File: config.mk
export PLATFORM = sky130hd
export DESIGN_NAME = sba_arbiter
export DESIGN_NICKNAME = d
export VERILOG_FILES = /design/src/rtl/sba_pkg.sv /design/src/rtl/sba_arbiter.sv
export VERILOG_INCLUDE_DIRS = /design/src /design/src/rtl
export SDC_FILE = /design/constraint.sdc
export NUM_CORES = 1
export LEC_CHECK = 0
export BUFFER_PORTS_ARGS = -buffer_cell sky130_fd_sc_hd__buf_2
export CORE_ASPECT_RATIO = 2
export CORE_UTILIZATION = 50
export CTS_BUF_LIST = sky130_fd_sc_hd__clkbuf_4 sky130_fd_sc_hd__clkbuf_8 sky130_fd_sc_hd__clkbuf_16
export DETAILED_ROUTE_END_ITERATION = 8
export GPL_TIMING_DRIVEN = 0
export PLACE_DENSITY = 0.79
export SLEW_MARGIN = 20
export SYNTH_ARGS = -nofsm -noshare
export SYNTH_HDL_FRONTEND = slang
export SYNTH_SLANG_ARGS = --single-unit
File: constraint.sdc
create_clock -name aclk -period 3.8 [get_ports aclk]
set_input_delay 0.38 -clock aclk [delete_from_list [all_inputs] [get_ports aclk]]
set_output_delay 0.38 -clock aclk [all_outputs]
set_load 0.01 [all_outputs]
File: src/rtl/sba_regs.svh
// Purpose: offsets, field positions, reset values and counts of the arbiter counter
// Assumes: AXI4-Lite byte addresses, 8-bit address
// Notes:   definitions only
`ifndef SBA_REGS_SVH
`define SBA_REGS_SVH
// ---------------------------------------------------------------
// register offsets
// ---------------------------------------------------------------
`define SBA_CTRL_OFS   8'h00
`define SBA_COUNT_OFS  8'h04
`define SBA_STAT_OFS   8'h08
`define SBA_MASK_OFS   8'h0c
`define SBA_CFG_OFS    8'h10
// ---------------------------------------------------------------
// control and config register fields
// ---------------------------------------------------------------
`define SBA_MODE_HI    7
`define SBA_MODE_LO    6
`define SBA_LOST       5
`define SBA_CLKSEL     4
`define SBA_DONE       3
`define SBA_RUN        2
`define SBA_OVF        1
`define SBA_TOP        0
`define SBA_CFG_SRC    0
// status and mask bits
`define SBA_EV_DONE    0
`define SBA_EV_LOST    1
`define SBA_EV_OVF     2
// ---------------------------------------------------------------
// reset values and counts
// ---------------------------------------------------------------
`define SBA_CTRL_RST   2'h0
`define SBA_EV_RST     3'h0
`define SBA_SAMPLE_BUS 9'h038
`define SBA_SAMPLE_PSC 9'h008
`define SBA_CNT_MAX    9'h1ff
`define SBA_DIV_LAST   2'h3
`define SBA_RESP_OK    2'h0
`define SBA_RESP_ERR   2'h2
`endif

File: src/rtl/sba_pkg.sv
// Purpose: types of the arbiter counter
// Assumes: nothing
// Notes:   constants live in sba_regs.svh
package sba_pkg;
  typedef enum logic [1:0] {
    SBA_M_IDLE = 2'h0,
    SBA_M_MEAS = 2'h1,
    SBA_M_ARB  = 2'h2,
    SBA_M_RSVD = 2'h3
  } sba_mode_t;

  typedef enum logic [3:0] {
    SBA_ST_IDLE = 4'h1,
    SBA_ST_WAIT = 4'h2,
    SBA_ST_RUN  = 4'h4,
    SBA_ST_DONE = 4'h8
  } sba_state_t;

  typedef struct packed {
    logic ovf;
    logic lost;
    logic done;
  } sba_flags_t;
endpackage : sba_pkg

File: src/rtl/sba_arbiter.sv
// Purpose: bus arbiter / bit time counter with AXI4-Lite registers
// Assumes: one clock aclk at 20 MHz, prescaler ticks from the serial core
// Notes:
// Functional notes
// - nine-bit counter plus one overflow bit
// - mode field selects idle, measure, arbitrate
// - mode 00 resets and holds counter idle
// - lost flag cleared by writing zero high
// - clock select: prescaler half or bus/4
// - prescaler source bus or quad clock
// - done flag set at end; write clears
// - running flag shows counter counting
// - overflow flag set on wrap; write clears
// - counter top bit readable; write clears
// - low byte readable; write clears (here writes to the count offset are ignored, a control write clears it)
// - bus clock: falling edge to falling edge
// - prescaler clock: low level to rising edge
// - arbitration samples rx, loss forces tx high
//
// Decided for this implementation: the AXI4-Lite slave port and the register offsets.
`timescale 1ns/1ps
`default_nettype none
`include "sba_regs.svh"
module sba_arbiter (
  input  wire logic        aclk,
  input  wire logic        aresetn,
  input  wire logic [7:0]  s_axi_awaddr,
  input  wire logic        s_axi_awvalid,
  output logic             s_axi_awready,
  input  wire logic [31:0] s_axi_wdata,
  input  wire logic [3:0]  s_axi_wstrb,
  input  wire logic        s_axi_wvalid,
  output logic             s_axi_wready,
  output logic [1:0]       s_axi_bresp,
  output logic             s_axi_bvalid,
  input  wire logic        s_axi_bready,
  input  wire logic [7:0]  s_axi_araddr,
  input  wire logic        s_axi_arvalid,
  output logic             s_axi_arready,
  output logic [31:0]      s_axi_rdata,
  output logic [1:0]       s_axi_rresp,
  output logic             s_axi_rvalid,
  input  wire logic        s_axi_rready,
  input  wire logic        rx_pin,
  input  wire logic        shift_register_output,
  input  wire logic        presc_bus_tick,
  input  wire logic        presc_quad_tick,
  output logic             tx_pin,
  output logic             irq
);
  // ---------------------------------------------------------------
  // address decode
  // ---------------------------------------------------------------
  function automatic logic sba_hit(input logic [7:0] a, input logic [7:0] ofs);
    sba_hit = (a == ofs);
  endfunction : sba_hit

  function automatic logic sba_mapped(input logic [7:0] a);
    sba_mapped = sba_hit(a, `SBA_CTRL_OFS) | sba_hit(a, `SBA_COUNT_OFS) |
                 sba_hit(a, `SBA_STAT_OFS) | sba_hit(a, `SBA_MASK_OFS) |
                 sba_hit(a, `SBA_CFG_OFS);
  endfunction : sba_mapped

  // ---------------------------------------------------------------
  // state
  // ---------------------------------------------------------------
  logic               aw_full, next_aw_full;
  logic [7:0]         aw_addr, next_aw_addr;
  logic               w_full, next_w_full;
  logic [31:0]        w_data, next_w_data;
  logic               w_lane, next_w_lane;
  logic               bvalid, next_bvalid;
  logic [1:0]         bresp, next_bresp;
  logic               rvalid, next_rvalid;
  logic [31:0]        rdata, next_rdata;
  logic [1:0]         rresp, next_rresp;
  sba_pkg::sba_mode_t mode, next_mode;
  logic               clk_sel, next_clk_sel;
  logic               presc_src, next_presc_src;
  logic [2:0]         ev_stat, next_ev_stat;
  logic [2:0]         ev_mask, next_ev_mask;
  sba_pkg::sba_state_t state, next_state;
  logic [8:0]         count, next_count;
  sba_pkg::sba_flags_t flags, next_flags;
  sba_pkg::sba_flags_t set_f;
  logic [2:0]         rx_s, next_rx_s;
  logic               rx_lvl, next_rx_lvl;
  logic               tx_prev, next_tx_prev;
  logic [1:0]         div_cnt, next_div_cnt;
  logic               half_ph, next_half_ph;
  logic               next_tx_pin;
  logic               do_write, wr_ctrl, presc_in, div_tick, tick;
  logic               rx_fall, rx_rise, tx_rise, tx_fall;
  logic [8:0]         sample_at;
  logic [7:0]         ctrl_rd;

  // ---------------------------------------------------------------
  // bus slave
  // ---------------------------------------------------------------
  assign s_axi_awready = !aw_full && !bvalid;
  assign s_axi_wready  = !w_full && !bvalid;
  assign s_axi_arready = !rvalid;
  assign s_axi_bvalid  = bvalid;
  assign s_axi_bresp   = bresp;
  assign s_axi_rvalid  = rvalid;
  assign s_axi_rdata   = rdata;
  assign s_axi_rresp   = rresp;
  assign do_write = aw_full && w_full && !bvalid;
  assign wr_ctrl  = do_write && w_lane && sba_hit(aw_addr, `SBA_CTRL_OFS);
  assign ctrl_rd  = {mode, flags.lost, clk_sel, flags.done,
                     state == sba_pkg::SBA_ST_RUN, flags.ovf, count[8]};

  always_comb
  begin
    next_aw_full   = aw_full;
    next_aw_addr   = aw_addr;
    next_w_full    = w_full;
    next_w_data    = w_data;
    next_w_lane    = w_lane;
    next_bvalid    = bvalid;
    next_bresp     = bresp;
    next_rvalid    = rvalid;
    next_rdata     = rdata;
    next_rresp     = rresp;
    next_mode      = mode;
    next_clk_sel   = clk_sel;
    next_presc_src = presc_src;
    next_ev_mask   = ev_mask;
    // sticky events, a new event beats a clearing write
    next_ev_stat   = ev_stat | {set_f.ovf, set_f.lost, set_f.done};
    if (s_axi_awvalid && s_axi_awready)
    begin
      next_aw_full = 1'b1;
      next_aw_addr = s_axi_awaddr;
    end
    if (s_axi_wvalid && s_axi_wready)
    begin
      next_w_full = 1'b1;
      next_w_data = s_axi_wdata;
      next_w_lane = s_axi_wstrb[0];
    end
    if (do_write)
    begin
      next_aw_full = 1'b0;
      next_w_full  = 1'b0;
      next_bvalid  = 1'b1;
      next_bresp   = sba_mapped(aw_addr) ? `SBA_RESP_OK : `SBA_RESP_ERR;
      if (w_lane)
      begin
        if (sba_hit(aw_addr, `SBA_CTRL_OFS))
        begin
          next_mode    = sba_pkg::sba_mode_t'(w_data[`SBA_MODE_HI:`SBA_MODE_LO]);
          next_clk_sel = w_data[`SBA_CLKSEL];
        end
        if (sba_hit(aw_addr, `SBA_STAT_OFS))
          next_ev_stat = (ev_stat & ~w_data[2:0]) | {set_f.ovf, set_f.lost, set_f.done};
        if (sba_hit(aw_addr, `SBA_MASK_OFS))
          next_ev_mask = w_data[2:0];
        if (sba_hit(aw_addr, `SBA_CFG_OFS))
          next_presc_src = w_data[`SBA_CFG_SRC];
      end
    end
    if (bvalid && s_axi_bready)
      next_bvalid = 1'b0;
    if (rvalid && s_axi_rready)
      next_rvalid = 1'b0;
    if (s_axi_arvalid && s_axi_arready)
    begin
      next_rvalid = 1'b1;
      next_rresp  = sba_mapped(s_axi_araddr) ? `SBA_RESP_OK : `SBA_RESP_ERR;
      next_rdata  = 32'h0000_0000;
      if (sba_hit(s_axi_araddr, `SBA_CTRL_OFS))
        next_rdata[7:0] = ctrl_rd;
      if (sba_hit(s_axi_araddr, `SBA_COUNT_OFS))
        next_rdata[7:0] = count[7:0];
      if (sba_hit(s_axi_araddr, `SBA_STAT_OFS))
        next_rdata[2:0] = ev_stat;
      if (sba_hit(s_axi_araddr, `SBA_MASK_OFS))
        next_rdata[2:0] = ev_mask;
      if (sba_hit(s_axi_araddr, `SBA_CFG_OFS))
        next_rdata[0] = presc_src;
    end
  end

  always_ff @(posedge aclk)
  begin
    if (!aresetn)
    begin
      aw_full   <= 1'b0;
      aw_addr   <= 8'h00;
      w_full    <= 1'b0;
      w_data    <= 32'h0000_0000;
      w_lane    <= 1'b0;
      bvalid    <= 1'b0;
      bresp     <= `SBA_RESP_OK;
      rvalid    <= 1'b0;
      rdata     <= 32'h0000_0000;
      rresp     <= `SBA_RESP_OK;
      mode      <= sba_pkg::sba_mode_t'(`SBA_CTRL_RST);
      clk_sel   <= 1'b0;
      presc_src <= 1'b0;
      ev_stat   <= `SBA_EV_RST;
      ev_mask   <= `SBA_EV_RST;
    end
    else
    begin
      aw_full   <= next_aw_full;
      aw_addr   <= next_aw_addr;
      w_full    <= next_w_full;
      w_data    <= next_w_data;
      w_lane    <= next_w_lane;
      bvalid    <= next_bvalid;
      bresp     <= next_bresp;
      rvalid    <= next_rvalid;
      rdata     <= next_rdata;
      rresp     <= next_rresp;
      mode      <= next_mode;
      clk_sel   <= next_clk_sel;
      presc_src <= next_presc_src;
      ev_stat   <= next_ev_stat;
      ev_mask   <= next_ev_mask;
    end
  end

  assign irq = |(ev_stat & ev_mask);

  // ---------------------------------------------------------------
  // counter core
  // ---------------------------------------------------------------
  assign presc_in  = presc_src ? presc_quad_tick : presc_bus_tick;
  assign div_tick  = (div_cnt == `SBA_DIV_LAST);
  assign tick      = clk_sel ? (presc_in && half_ph) : div_tick;
  assign rx_fall   = rx_lvl && (rx_s[1] == rx_s[2]) && !rx_s[2];
  assign rx_rise   = !rx_lvl && (rx_s[1] == rx_s[2]) && rx_s[2];
  assign tx_rise   = shift_register_output && !tx_prev;
  assign tx_fall   = !shift_register_output && tx_prev;
  assign sample_at = clk_sel ? `SBA_SAMPLE_PSC : `SBA_SAMPLE_BUS;

  always_comb
  begin
    next_rx_s    = {rx_s[1:0], rx_pin};
    next_rx_lvl  = (rx_s[1] == rx_s[2]) ? rx_s[2] : rx_lvl;
    next_tx_prev = shift_register_output;
    next_div_cnt = div_cnt + 2'h1;
    next_half_ph = presc_in ? !half_ph : half_ph;
    next_state   = state;
    next_count   = count;
    set_f        = '0;
    case (state)
      sba_pkg::SBA_ST_IDLE:
        next_state = sba_pkg::SBA_ST_WAIT;
      sba_pkg::SBA_ST_WAIT:
        if ((mode == sba_pkg::SBA_M_MEAS && !clk_sel && rx_fall) ||
            (mode == sba_pkg::SBA_M_MEAS && clk_sel && !rx_lvl) ||
            (mode == sba_pkg::SBA_M_ARB && tx_rise))
        begin
          next_state = sba_pkg::SBA_ST_RUN;
          next_count = 9'h000;
        end
      sba_pkg::SBA_ST_RUN:
      begin
        if (tick)
        begin
          next_count = count + 9'h001;
          set_f.ovf  = (count == `SBA_CNT_MAX);
          if (mode == sba_pkg::SBA_M_ARB && count == sample_at && !rx_lvl)
            set_f.lost = 1'b1;
        end
        if (mode == sba_pkg::SBA_M_MEAS && ((!clk_sel && rx_fall) || (clk_sel && rx_rise)))
        begin
          next_state = sba_pkg::SBA_ST_DONE;
          next_count = count;
          set_f.ovf  = 1'b0;
          set_f.done = 1'b1;
        end
        if (mode == sba_pkg::SBA_M_ARB && tx_rise)
          next_count = 9'h000;
        else if (mode == sba_pkg::SBA_M_ARB && tx_fall && !flags.lost && !set_f.lost)
        begin
          next_state = sba_pkg::SBA_ST_WAIT;
          next_count = 9'h000;
        end
      end
      sba_pkg::SBA_ST_DONE:
        next_state = sba_pkg::SBA_ST_DONE;
      default:
        next_state = sba_pkg::SBA_ST_IDLE;
    endcase
    if (wr_ctrl)
    begin
      // a control write clears the count and rearms the chosen mode
      next_count = 9'h000;
      next_state = sba_pkg::SBA_ST_IDLE;
    end
    if (mode == sba_pkg::SBA_M_IDLE || mode == sba_pkg::SBA_M_RSVD)
    begin
      next_state = sba_pkg::SBA_ST_IDLE;
      next_count = 9'h000;
      set_f      = '0;
    end
    next_flags.done = set_f.done | (flags.done & !wr_ctrl);
    next_flags.ovf  = set_f.ovf | (flags.ovf & !wr_ctrl);
    next_flags.lost = set_f.lost |
                      (flags.lost & !(wr_ctrl && !w_data[`SBA_MODE_HI]));
    next_tx_pin = shift_register_output | next_flags.lost;
  end

  always_ff @(posedge aclk)
  begin
    if (!aresetn)
    begin
      rx_s    <= 3'h7;
      rx_lvl  <= 1'b1;
      tx_prev <= 1'b1;
      div_cnt <= 2'h0;
      half_ph <= 1'b0;
      state   <= sba_pkg::SBA_ST_IDLE;
      count   <= 9'h000;
      flags   <= '0;
      tx_pin  <= 1'b1;
    end
    else
    begin
      rx_s    <= next_rx_s;
      rx_lvl  <= next_rx_lvl;
      tx_prev <= next_tx_prev;
      div_cnt <= next_div_cnt;
      half_ph <= next_half_ph;
      state   <= next_state;
      count   <= next_count;
      flags   <= next_flags;
      tx_pin  <= next_tx_pin;
    end
  end
endmodule : sba_arbiter
`default_nettype wire

== Word-level counts from Yosys, hierarchy flattened ==
Cells that the tools add are included.

* Word-level logic and storage cells: 168
* Output and inout port bits: 43
* Flip-flop bits (word level): 68

* Add/sub/neg operators: 2
* Equal/unequal tests: 22
* Bitwise logic cells: 21
* Muxes and demuxes: 33
* Reduce and logical (&&, ||, !) cells: 64

{| class="wikitable"
|+ Operators by type and width
! kind !! count
|-
| $mux W9 || 5
|-
| $eq A8 B4 Y1 const B || 4
|-
| $logic_and A1 B1 Y1 || 32
|-
| $mux W3 || 7
|-
| $pmux W9 S2 || 1
|-
| $eq A8 B3 Y1 const B || 2
|-
| $eq A8 B5 Y1 const B || 2
|-
| $logic_not A8 Y1 || 2
|-
| $mux W4 || 4
|-
| $mux W8 || 2
|-
| $pmux W4 S4 || 1
|-
| $logic_not A1 Y1 || 15
|-
| $or A1 B1 Y1 || 12
|-
| $add A9 B1 Y9 const B || 1
|-
| $eq A9 B6 Y1 || 1
|-
| $eq A9 B9 Y1 const B || 1
|-
| $reduce_and A3 Y1 || 3
|-
| $mux W1 || 8
|-
| $mux W2 || 4
|-
| $and A3 B3 Y3 || 2
|-
| $eq A2 B2 Y1 const B || 3
|-
| $mux W6 || 1
|-
| $or A3 B3 Y3 || 2
|-
| $reduce_or A3 Y1 || 2
|-
| other kinds (18) || 25
|}

== Logic depth before layout (Yosys ltp) ==
Gate-level depths: netlist of the first run.

* Depth after elaboration: 14
* Depth in mapped cells: 8
* Gate-level depth less buffers: 7

== Least setup slack after synthesis of the first run ==
Ideal clock, no wire load.

* Path type: register to register
* Start: register aw_addr[5]
* End: register tx_pin
* Required time: 3680 ps
* Stages on the path, launching flop included: 7
* Period minus slack after synthesis: 1925 ps
* Slack: 1875 ps
* Data arrival time: 1805 ps
* Buffers on the path: 1
* Library setup time: 120 ps
* Path through: dfxtp_1 or4_4 or4_1 buf_2 o21ai_1 nand2_1 or2_1

* Cells in the longest elaborated chain, start to end: 7

{| class="wikitable"
|+ RTL lines
! element !! RTL line !! RTL
|-
| start, declared || sba_arbiter.sv:68 || <nowiki>logic [7:0] aw_addr, next_aw_addr;</nowiki>
|-
| start signal, assigned || sba_arbiter.sv:208 || <nowiki>aw_addr <= next_aw_addr;</nowiki>
|-
| $logic_not A8 Y1 || sba_arbiter.sv:55 || <nowiki>sba_hit = (a == ofs);</nowiki>
|-
| $logic_and A1 B1 Y1 || sba_arbiter.sv:109 || <nowiki>assign wr_ctrl = do_write && w_lane && sba_hit(aw_addr, `SBA_CTRL_OFS);</nowiki>
|-
| $logic_and A1 B1 Y1 || sba_arbiter.sv:304 || <nowiki>(flags.lost & !(wr_ctrl && !w_data[`SBA_MODE_HI]));</nowiki>
|-
| $logic_not A1 Y1 || sba_arbiter.sv:304 ||
|-
| $and A1 B1 Y1 || sba_arbiter.sv:304 ||
|-
| $or A1 B1 Y1 || sba_arbiter.sv:303 || <nowiki>next_flags.lost = set_f.lost |</nowiki>
|-
| $or A1 B1 Y1 || sba_arbiter.sv:305 || <nowiki>next_tx_pin = shift_register_output | next_flags.lost;</nowiki>
|-
| end signal, assigned || sba_arbiter.sv:332 || <nowiki>tx_pin <= next_tx_pin;</nowiki>
|-
| end, declared || sba_arbiter.sv:48 || <nowiki>output logic tx_pin,</nowiki>
|}

No other way between the ends.
A chain may end at the register's enable or synchronous reset.

== Worst setup path in the final report of the first run ==
* Start: register aw_addr[5]
* End: register count[1]

* Cells in the longest elaborated chain, start to end: 3

{| class="wikitable"
|+ RTL lines
! element !! RTL line !! RTL
|-
| $logic_not A8 Y1 || sba_arbiter.sv:55 ||
|-
| $logic_and A1 B1 Y1 || sba_arbiter.sv:109 ||
|-
| $reduce_or A3 Y1 (no line) || n/a ||
|-
| end signal, assigned || sba_arbiter.sv:330 || <nowiki>count <= next_count;</nowiki>
|-
| end, declared || sba_arbiter.sv:83 || <nowiki>logic [8:0] count, next_count;</nowiki>
|}

No other way between the ends.

==> results of run 1 <==
==> per-stage QoR <==
stage	util	area [µm²]	hold WS, ps	power [µW]
after floorplan	-	3410	386	827
after global placement	0.591	3760	407	873
after detailed placement	0.591	3760	416	878
after CTS	0.647	4120	237	1850
after global routing	0.647	4120	240	1890
final	0.647	4120	239	1840
==> layout make-up <==
class	count	area [µm²]	area share
multi-input cells	289	1840	0.448
flip-flops and latches	64	1280	0.311
clock inverters	5	103	0.0249
clock buffers	11	253	0.0614
inverters	11	41.3	0.0100
plain buffers	38	243	0.0590
repair buffers	49	245	0.0596
well taps	86	108	0.0261
==> cells by family (layout without fill, tap and decap cells) <==
| kind of cell | after synthesis | in the layout | synth area share |
|---|---|---|---|
| compound gates | 77 | 77 | 0.173 |
| other cells | 1 | 26 | 0.00113 |
| xor+xnor | 1 | 1 | 0.00264 |
| simple gates | 161 | 161 | 0.265 |
| mux | 18 | 18 | 0.0627 |
| buf+inv | 49 | 114 | 0.0857 |
| fa+ha+maj | 6 | 6 | 0.0227 |
| flops | 64 | 64 | 0.387 |
==> worst paths after layout <==
kind / startpoint / cells after the start / to
worst min register to register: div_cnt[0] / 1 / div_cnt[0]
worst max register to register: aw_addr[5] / 5 / count[1]
worst min-delay path: rx_pin / 2 / rx_s[0]
worst max-delay path: aw_addr[5] / 5 / count[1]
==> worst max-delay path: stages (launching register included) <==
cell and delay (ps):
dfxtp_1 320, or4_4 550, o41ai_1 610, or2_2 210, clkbuf_1 300, a31oi_1 110
==> routing by layer <==
| metal | share of wire | track usage | vias to the layer above |
|---|---|---|---|
| li1 | - | - | 1470 |
| met1 | 0.35 | 0.243 | 1376 |
| met2 | 0.57 | 0.511 | 91 |
| met3 | 0.039 | 0.0681 | 24 |
| met4 | 0.043 | 0.166 | 0 |
| met5 | 0 | 0 | - |
==> power by group through the flow <==
stage	registers [µW]	clock network, µW	logic (µW)
3_3_place_gp	724	0	149
6_report	712	976	153
3_5_place_dp	725	0	152
2_1_floorplan	723	0	104
4_1_cts	711	982	153
5_1_grt	714	1010	170
==> cell usage in the layout, fill, tap and decap left out, types with 13 or more instances in the layout <==
| master | count |
|---|---|
| dfxtp_1 | 64 |
| buf_2 | 51 |
| nand2_1 | 42 |
| nor2_1 | 27 |
| buf_4 | 26 |
| conb_1 | 26 |
| nor2b_1 | 23 |
| mux2i_1 | 14 |
| a21boi_0 | 14 |
| o21ai_0 | 13 |
==> sequential cells by signal, indices dropped and copies added (netlist names), 2 cells and up <==
signal,flops
state,4
count,9
ctrl_rd,3
rx_s,3
div_cnt,2
ev_stat,3
w_data,6
mode,2
aw_addr,8
s_axi_rdata,8
ev_mask,3
==> flow_summary_export.csv, run 1 <==
group,metric,value,unit
cells_and_area,drive_gt1_frac,0.227,
cells_and_area,antenna_cells,0,
floorplanning,io-pin-count,106,
drt,drc,0,
timing,skew,6.11,ps
clocking,post-cts-setup-buffers,0,
synthesis,synth.distinct_cells,63,
floorplanning,dieHeight,117,µm
clocking,htreeDepth,3,
synthesis,synth_area_leaders,"dfxtp_1, buf_4, nand2_1, nor2b_1, mux2i_1",
drt,viasPerCell,5.35,
worst_setup_path,r2r_setup_slack,1560,ps
synthesis,ys_seq_area_frac,0.387,
synthesis,synth-async-reset-ratio,0,
synthesis,netlist.area_leader.share,0.387,
drt,wirelength,8520,µm
clocking,ctsResizeCount,0,
timing,setup_viol_count_final,0,
drt,num_vias,2961,
worst_setup_path,cp-start-kind,"register",
synthesis,ys.flop_type,"dfxtp_1",
pwr,power_frac_seq,0.387,
cells_and_area,area_growth,24.2,%
pwr,power_frac_comb,0.083,
drt,drt_iter0_markers,81,
floorplanning,start_util,0.521,
run_status,status,"completed",
placed_design,post-dp-hpwl,6680,µm
worst_setup_path,crit_fanout,7,
grt,grt_usage,0.269,
timing,setup_slack,1560,ps
synthesis,yosysWarnings,0,
synthesis,synth_common_cells,"dfxtp_1, nand2_1, nor2_1, buf_4, nor2b_1",
synthesis,postSynthAreaPerCell,8.79,µm²
placed_design,post-place-ws,1620,ps
drt,drt-pass1-iter-count,4,
clocking,clock_latency,340,ps
grt,overflow,0,
pwr,power.leakage,0.00173,µW
floorplanning,die-area,6980,µm²
timing,max_freq,446,MHz
grt,grt_max_degree,12,
clocking,cts_root_buffer,"clkbuf_16",
cells_and_area,fin_nets,531,
synthesis,syn_inst,377,
clocking,cts_made_buffers,9,
worst_setup_path,path_class,"register to register",
synthesis,syn_area,3310,µm²
clocking,clk_pin_slew,50,ps
timing,slew_headroom,0.276,
worst_setup_path,critPathCaptureType,"register",
pwr,ir_worst_vdd,356,µV
floorplanning,rows,41,
pwr,p_per_area,447,nW/µm²
timing,drv_slew,0,
worst_setup_path,cp.required,3990,ps
synthesis,ys_ff_latch,64,
pwr,switching_power,400,µW
clocking,cts.path.max_buffers,2,
grt,grt_pass1_vias,2991,
drt,ant_nets,0,
worst_setup_path,critPathArrivalTime,2440,ps
clocking,cts_tree,"built",
pwr,power.internal,1440,µW
clocking,numClockSinks,64,
clocking,cts_hold_buf,0,
pwr,p_clk_frac,0.530,
synthesis,synth.most_common_cell,"dfxtp_1",
timing,setup-tns-final,0,ps
drt,wl_per_cell,15.4,µm
floorplanning,coreArea,6360,µm²
placed_design,io_buffers,49,
placed_design,gp_congestion,0.964,
timing,rsz0062_at_grt,"no",
cells_and_area,fin_cells,553,
placed_design,placedCellCount,537,
synthesis,synth_top_area_cell,"dfxtp_1",
grt,antenna_found_initial,0,
timing,min_period,2240,ps
run,max-cap-violations,0,
cells_and_area,fillers,589,
timing,post-route-period-util,0.590,
hold_path,hp-class,"input pin to register",
floorplanning,die_x,59.6,µm
grt,grt_pass1_wl,13700,µm
pwr,swShare,0.217,
timing,worstMarginPinSlew,1080,ps
timing,hold_viol,0,
synthesis,synth-edff-count,0,
Note: power is estimated with default switching activity, not from simulation.
==> run 2, diff against run 1 <==
==> constraint.sdc (replaced) <==
create_clock -name aclk -period 2.1 [get_ports aclk]
set_input_delay 0.21 -clock aclk [delete_from_list [all_inputs] [get_ports aclk]]
set_output_delay 0.21 -clock aclk [all_outputs]
set_load 0.01 [all_outputs]
==> flow_summary_export.csv, run 2 (synthesized netlist as in run 1, its figures left out) <==
group,metric,value,unit
clocking,cts_hold_buf,0,
cells_and_area,drive_gt1_frac,0.275,
floorplanning,io-pin-count,106,
worst_setup_path,crit_chain,"or4_4 > or4_4 > buf_6 > o21ai_2 > nand2_1 > or2_1",
worst_setup_path,cp-start-kind,"register",
worst_setup_path,reg2reg_to,"tx_pin",
drt,wl_per_cell,15.7,µm
worst_setup_path,ff2ff_path_depth,6,
timing,setup_slack,46.3,ps
clocking,numClockSinks,64,
clocking,clk_pin_slew,60,ps
run_status,status,"completed",
clocking,cts.path.max_buffers,2,
worst_setup_path,slowest_stage,"or4_4",
floorplanning,rows,41,
timing,slew_headroom,0.561,
clocking,cts_made_buffers,9,
floorplanning,die_x,59.6,µm
cells_and_area,multi_input_comb_area,1940,µm²
run,max-cap-violations,0,
timing,worstMarginPinSlew,653,ps
grt,grt_max_degree,12,
clocking,clock_latency,340,ps
timing,drv_slew,0,
hold_path,hp-class,"input pin to register",
cells_and_area,area_growth,28.7,%
worst_setup_path,crit_end,"tx_pin",
worst_setup_path,critPathMaxStageDelay,570,ps
floorplanning,coreArea,6360,µm²
placed_design,post-dp-hpwl,6680,µm
pwr,ir_worst_vdd,645,µV
placed_design,io_buffers,49,
grt,grt_usage,0.271,
placed_design,post-place-ws,-81.7,ps
timing,min_period,2050,ps
cells_and_area,antenna_cells,0,
placed_design,gp_congestion,0.964,
hold_path,min_from,"rx_pin",
floorplanning,start_util,0.521,
timing,post-route-period-util,0.978,
timing,skew,6.90,ps
worst_setup_path,r2r-start,"aw_addr[5]",
cells_and_area,fillers,558,
clocking,cts_tree,"built",
cells_and_area,final_common_cell,"dfxtp_1",
worst_setup_path,path_class,"register to register",
cells_and_area,fin_nets,536,
drt,viasPerCell,5.47,
drt,drt-pass1-iter-count,5,
timing,setup-tns-final,0,ps
pwr,p_total,3350,µW
grt,grt_pass1_vias,2977,
worst_setup_path,critical-path-top-cell-by-count,"or4_4",
drt,num_vias,3053,
floorplanning,dieHeight,117,µm
grt,overflow,0,
worst_setup_path,cp.required,2320,ps
drt,drt_iter0_markers,127,
timing,setup_viol_count_final,0,
timing,rsz0062_at_grt,"yes",
worst_setup_path,critPathCaptureType,"register",
pwr,power.leakage,0.00179,µW
worst_setup_path,r2r_setup_slack,50,ps
cells_and_area,final_cell_mix,"dfxtp_1, buf_2, nand2_1, buf_4, conb_1",
drt,wirelength,8770,µm
clocking,htreeDepth,3,
grt,grt_pass1_wl,13800,µm
pwr,p_per_area,785,nW/µm²
grt,antenna_found_initial,0,
timing,hold_viol,0,
drt,drc,0,
drt,ant_nets,0,
worst_setup_path,critPathArrivalTime,2280,ps
cells_and_area,regMostFlops,"count",
floorplanning,die-area,6980,µm²
cells_and_area,largest_reg_flops,9,
worst_setup_path,crit_start,"aw_addr[5]",
clocking,cts_root_buffer,"clkbuf_16",
worst_setup_path,crit_fanout,6,
timing,max_freq,487,MHz
cells_and_area,seq_area,1290,µm²
-- run 2: cell types whose count changed in the layout (fill, tap and decap cells not counted), moves of 2 or more --
cell     delta
nor2_1      -2
nor2_2      +2
nor4b_1     -2
dfxtp_2     +6
buf_2       -2
dfxtp_1     -6
or4b_4      +2
buf_4       +6
or4b_1      -2
-- run 2: worst min-delay path by stage --
stage	to	slack, ps	cells after the start
after floorplan	tx_prev	300	1
after global placement	rx_s[0]	390	2
after detailed placement	rx_s[0]	400	2
after CTS	rx_s[0]	70	2
after global routing	rx_s[0]	70	2
final	rx_s[0]	70	2
-- run 2: cell type report --
type / instances / share of cell area
clock inverter: 5 / 0.0241
timing repair buffer: 54 / 0.0663
sequential: 64 / 0.302
buffer: 38 / 0.0590
tap: 86 / 0.0252
multi-input combinational: 289 / 0.454
clock buffer: 11 / 0.0593
inverter: 11 / 0.00968
-- run 2: stage by stage --
| stage | hold WS [ps] | util | cells | instance area [µm²] |
|---|---|---|---|---|
| after floorplan | 297 | - | 402 | 3410 |
| after global placement | 395 | 0.591 | 537 | 3760 |
| after detailed placement | 399 | 0.591 | 537 | 3760 |
| after CTS | 67.1 | 0.656 | 554 | 4170 |
| after global routing | 69.6 | 0.671 | 558 | 4270 |
| final | 71.3 | 0.671 | 558 | 4270 |
-- run 2: power by group --
part	internal [µW]	leakage (µW)	switching (µW)	total, µW
registers	1260	0.000524	32.8	1290
clock network	1220	0.000172	548	1770
logic	134	0.00109	154	288
total	2610	0.00179	735	3350
-- run 2: per-layer routing --
layer / up-vias / share of wire / global-route usage
li1: 1484 / - / -
met1: 1441 / 0.35 / 0.242
met2: 102 / 0.56 / 0.516
met3: 26 / 0.045 / 0.0747
met4: 0 / 0.048 / 0.158
met5: - / 0 / 0
-- run 2: timing repair --
| item | CTS | global route |
|---|---|---|
| gates resized for setup | 10 | 17 |
| gates cloned | 0 | 0 |
| endpoints found under the setup margin | 11 | 18 |
| pin swaps | 1 | 5 |
| buffers inserted | 1 | 4 |
-- run 2: critical path, delay by kind of cell, from the launching register on --
family | cells | cell delay (ps)
AO/OA/AOI/OAI | 1 | 100
AND/OR/NAND/NOR | 4 | 1370
buffers and inverters | 1 | 150
flip-flops | 1 | 320
==> run 3, diff against run 2 <==
--- a/config.mk
+++ b/config.mk
@@ -7,12 +7,14 @@
 export NUM_CORES = 1
 export LEC_CHECK = 0
 export BUFFER_PORTS_ARGS = -buffer_cell sky130_fd_sc_hd__buf_2
+export CELL_PAD_IN_SITES_DETAIL_PLACEMENT = 1
+export CELL_PAD_IN_SITES_GLOBAL_PLACEMENT = 1
 export CORE_ASPECT_RATIO = 2
-export CORE_UTILIZATION = 50
+export CORE_UTILIZATION = 40
 export CTS_BUF_LIST = sky130_fd_sc_hd__clkbuf_4 sky130_fd_sc_hd__clkbuf_8 sky130_fd_sc_hd__clkbuf_16
 export DETAILED_ROUTE_END_ITERATION = 8
 export GPL_TIMING_DRIVEN = 0
-export PLACE_DENSITY = 0.79
+export PLACE_DENSITY_LB_ADDON = 0.1
 export SLEW_MARGIN = 20
 export SYNTH_ARGS = -nofsm -noshare
 export SYNTH_HDL_FRONTEND = slang
==> constraint.sdc (replaced) <==
create_clock -name aclk -period 2.5 [get_ports aclk]
set_input_delay 0.25 -clock aclk [delete_from_list [all_inputs] [get_ports aclk]]
set_output_delay 0.25 -clock aclk [all_outputs]
set_load 0.01 [all_outputs]
==> flow_summary_export.csv, run 3 (synthesized netlist as in run 1, its figures left out) <==
group,metric,value,unit
worst_setup_path,crit_end,"count[3]",
worst_setup_path,ff2ff_path_depth,4,
timing,worstMarginPinSlew,1190,ps
drt,drt-pass1-iter-count,4,
hold_path,hp-class,"input pin to register",
cells_and_area,regMostFlops,"count",
worst_setup_path,critPathMaxStageDelay,650,ps
timing,setup-tns-final,0,ps
clocking,cts.path.max_buffers,2,
drt,wl_per_cell,16.7,µm
floorplanning,io-pin-count,106,
pwr,p_total,2800,µW
clocking,cts_root_buffer,"clkbuf_16",
grt,grt_usage,0.233,
worst_setup_path,crit_start,"aw_addr[5]",
pwr,p_per_area,680,nW/µm²
clocking,ctsResizeCount,0,
worst_setup_path,slowest_stage,"o41ai_1",
drt,ant_nets,0,
floorplanning,die-area,8670,µm²
worst_setup_path,path_class,"register to register",
floorplanning,die_x,66.4,µm
cells_and_area,final_common_cell,"dfxtp_1",
grt,grt_pass1_wl,14800,µm
drt,drt_iter0_markers,138,
floorplanning,rows,46,
cells_and_area,final_cell_mix,"dfxtp_1, buf_2, nand2_1, nor2_1",
floorplanning,start_util,0.414,
clocking,clk_pin_slew,60,ps
pwr,power.leakage,0.00173,µW
cells_and_area,drive_gt1_frac,0.227,
placed_design,post-dp-hpwl,7410,µm
clocking,cts_made_buffers,9,
floorplanning,coreArea,8000,µm²
run,max-cap-violations,0,
grt,grt_max_degree,13,
clocking,cts_tree,"built",
cells_and_area,finish.utilization,0.516,
placed_design,gp_congestion,0.862,
timing,hold_viol,0,
timing,skew,5.68,ps
grt,overflow,0,
cells_and_area,fillers,992,
drt,wirelength,9390,µm
clocking,clock_latency,330,ps
timing,max_freq,436,MHz
timing,rsz0062_at_grt,"no",
worst_setup_path,r2r_setup_slack,210,ps
timing,slew_headroom,0.197,
drt,viasPerCell,5.38,
cells_and_area,seq_area,1280,µm²
timing,setup_viol_count_final,0,
clocking,cts_hold_buf,0,
timing,min_period,2290,ps
cells_and_area,fin_nets,531,
timing,post-route-period-util,0.917,
worst_setup_path,r2r-start,"aw_addr[5]",
clocking,htreeDepth,3,
grt,antenna_found_initial,0,
pwr,ir_worst_vdd,474,µV
drt,num_vias,3027,
placed_design,placedCellCount,547,
cells_and_area,fin_cells,563,
timing,drv_slew,0,
cells_and_area,multi_input_comb_area,1840,µm²
worst_setup_path,critPathCaptureType,"register",
worst_setup_path,cp-start-kind,"register",
cells_and_area,area_growth,24.5,%
clocking,numClockSinks,64,
clocking,post-cts-setup-buffers,0,
placed_design,io_buffers,49,
worst_setup_path,reg2reg_to,"count[3]",
cells_and_area,largest_reg_flops,9,
worst_setup_path,crit_chain,"or4_4 > o41ai_1 > nor2_1 > a32o_1",
worst_setup_path,critPathArrivalTime,2520,ps
floorplanning,dieHeight,131,µm
worst_setup_path,crit_fanout,7,
worst_setup_path,cp.required,2730,ps
drt,drc,0,
run_status,status,"completed",
cells_and_area,antenna_cells,0,
grt,grt_pass1_vias,3028,
[run 3: cell count changes in the layout (fill, tap and decap cells not counted), sizes merged]
| cell | delta |
|---|---|
| clkbuf | -1 |
| inv | +1 |
| buf | -5 |
[run 3: area by class of cell]
cell class                 count  share of cell area
inverter                      11              0.0100
tap                           96              0.0291
sequential                    64               0.310
buffer                        38              0.0588
multi-input combinational    289               0.446
clock buffer                  10              0.0579
timing repair buffer          49              0.0594
clock inverter                 6              0.0279
[run 3: through the flow]
step / cell area (µm²) / setup WS, ps / hold slack [ps]
2_1_floorplan: 3410 / 575 / 337
3_3_place_gp: 3770 / 240 / 391
3_5_place_dp: 3770 / 274 / 399
4_1_cts: 4130 / 260 / 105
5_1_grt: 4130 / 156 / 113
6_report: 4130 / 209 / 105
[run 3: metal layers]
| layer | vias to the layer above | routed length, µm | track usage |
|---|---|---|---|
| met1 | 1463 | 3280 | 0.216 |
| li1 | 1466 | - | - |
| met2 | 73 | 5480 | 0.456 |
| met4 | 0 | 365 | 0.128 |
| met3 | 25 | 262 | 0.0443 |
| met5 | - | 0 | 0 |
[run 3: worst max-delay path: cells and delay by family, from the launching register on]
kind,cells,cell delay (ps)
simple gates,2,900
compound gates,2,980
flops,1,310
[run 3: power breakdown]
group          switching [µW]  internal [µW]
clock network             480           1010
logic                     129            109
registers                25.0           1060
[run 3: worst min-delay path by stage]
stage | startpoint | end | slack (ps) | cells after the start
after floorplan | aresetn | tx_prev | 340 | 1
after global placement | rx_s[0] | rx_s[1] | 390 | 1
after detailed placement | rx_s[0] | rx_s[1] | 400 | 1
after CTS | rx_pin | rx_s[0] | 100 | 2
after global routing | rx_pin | rx_s[0] | 110 | 2
final | rx_pin | rx_s[0] | 110 | 2
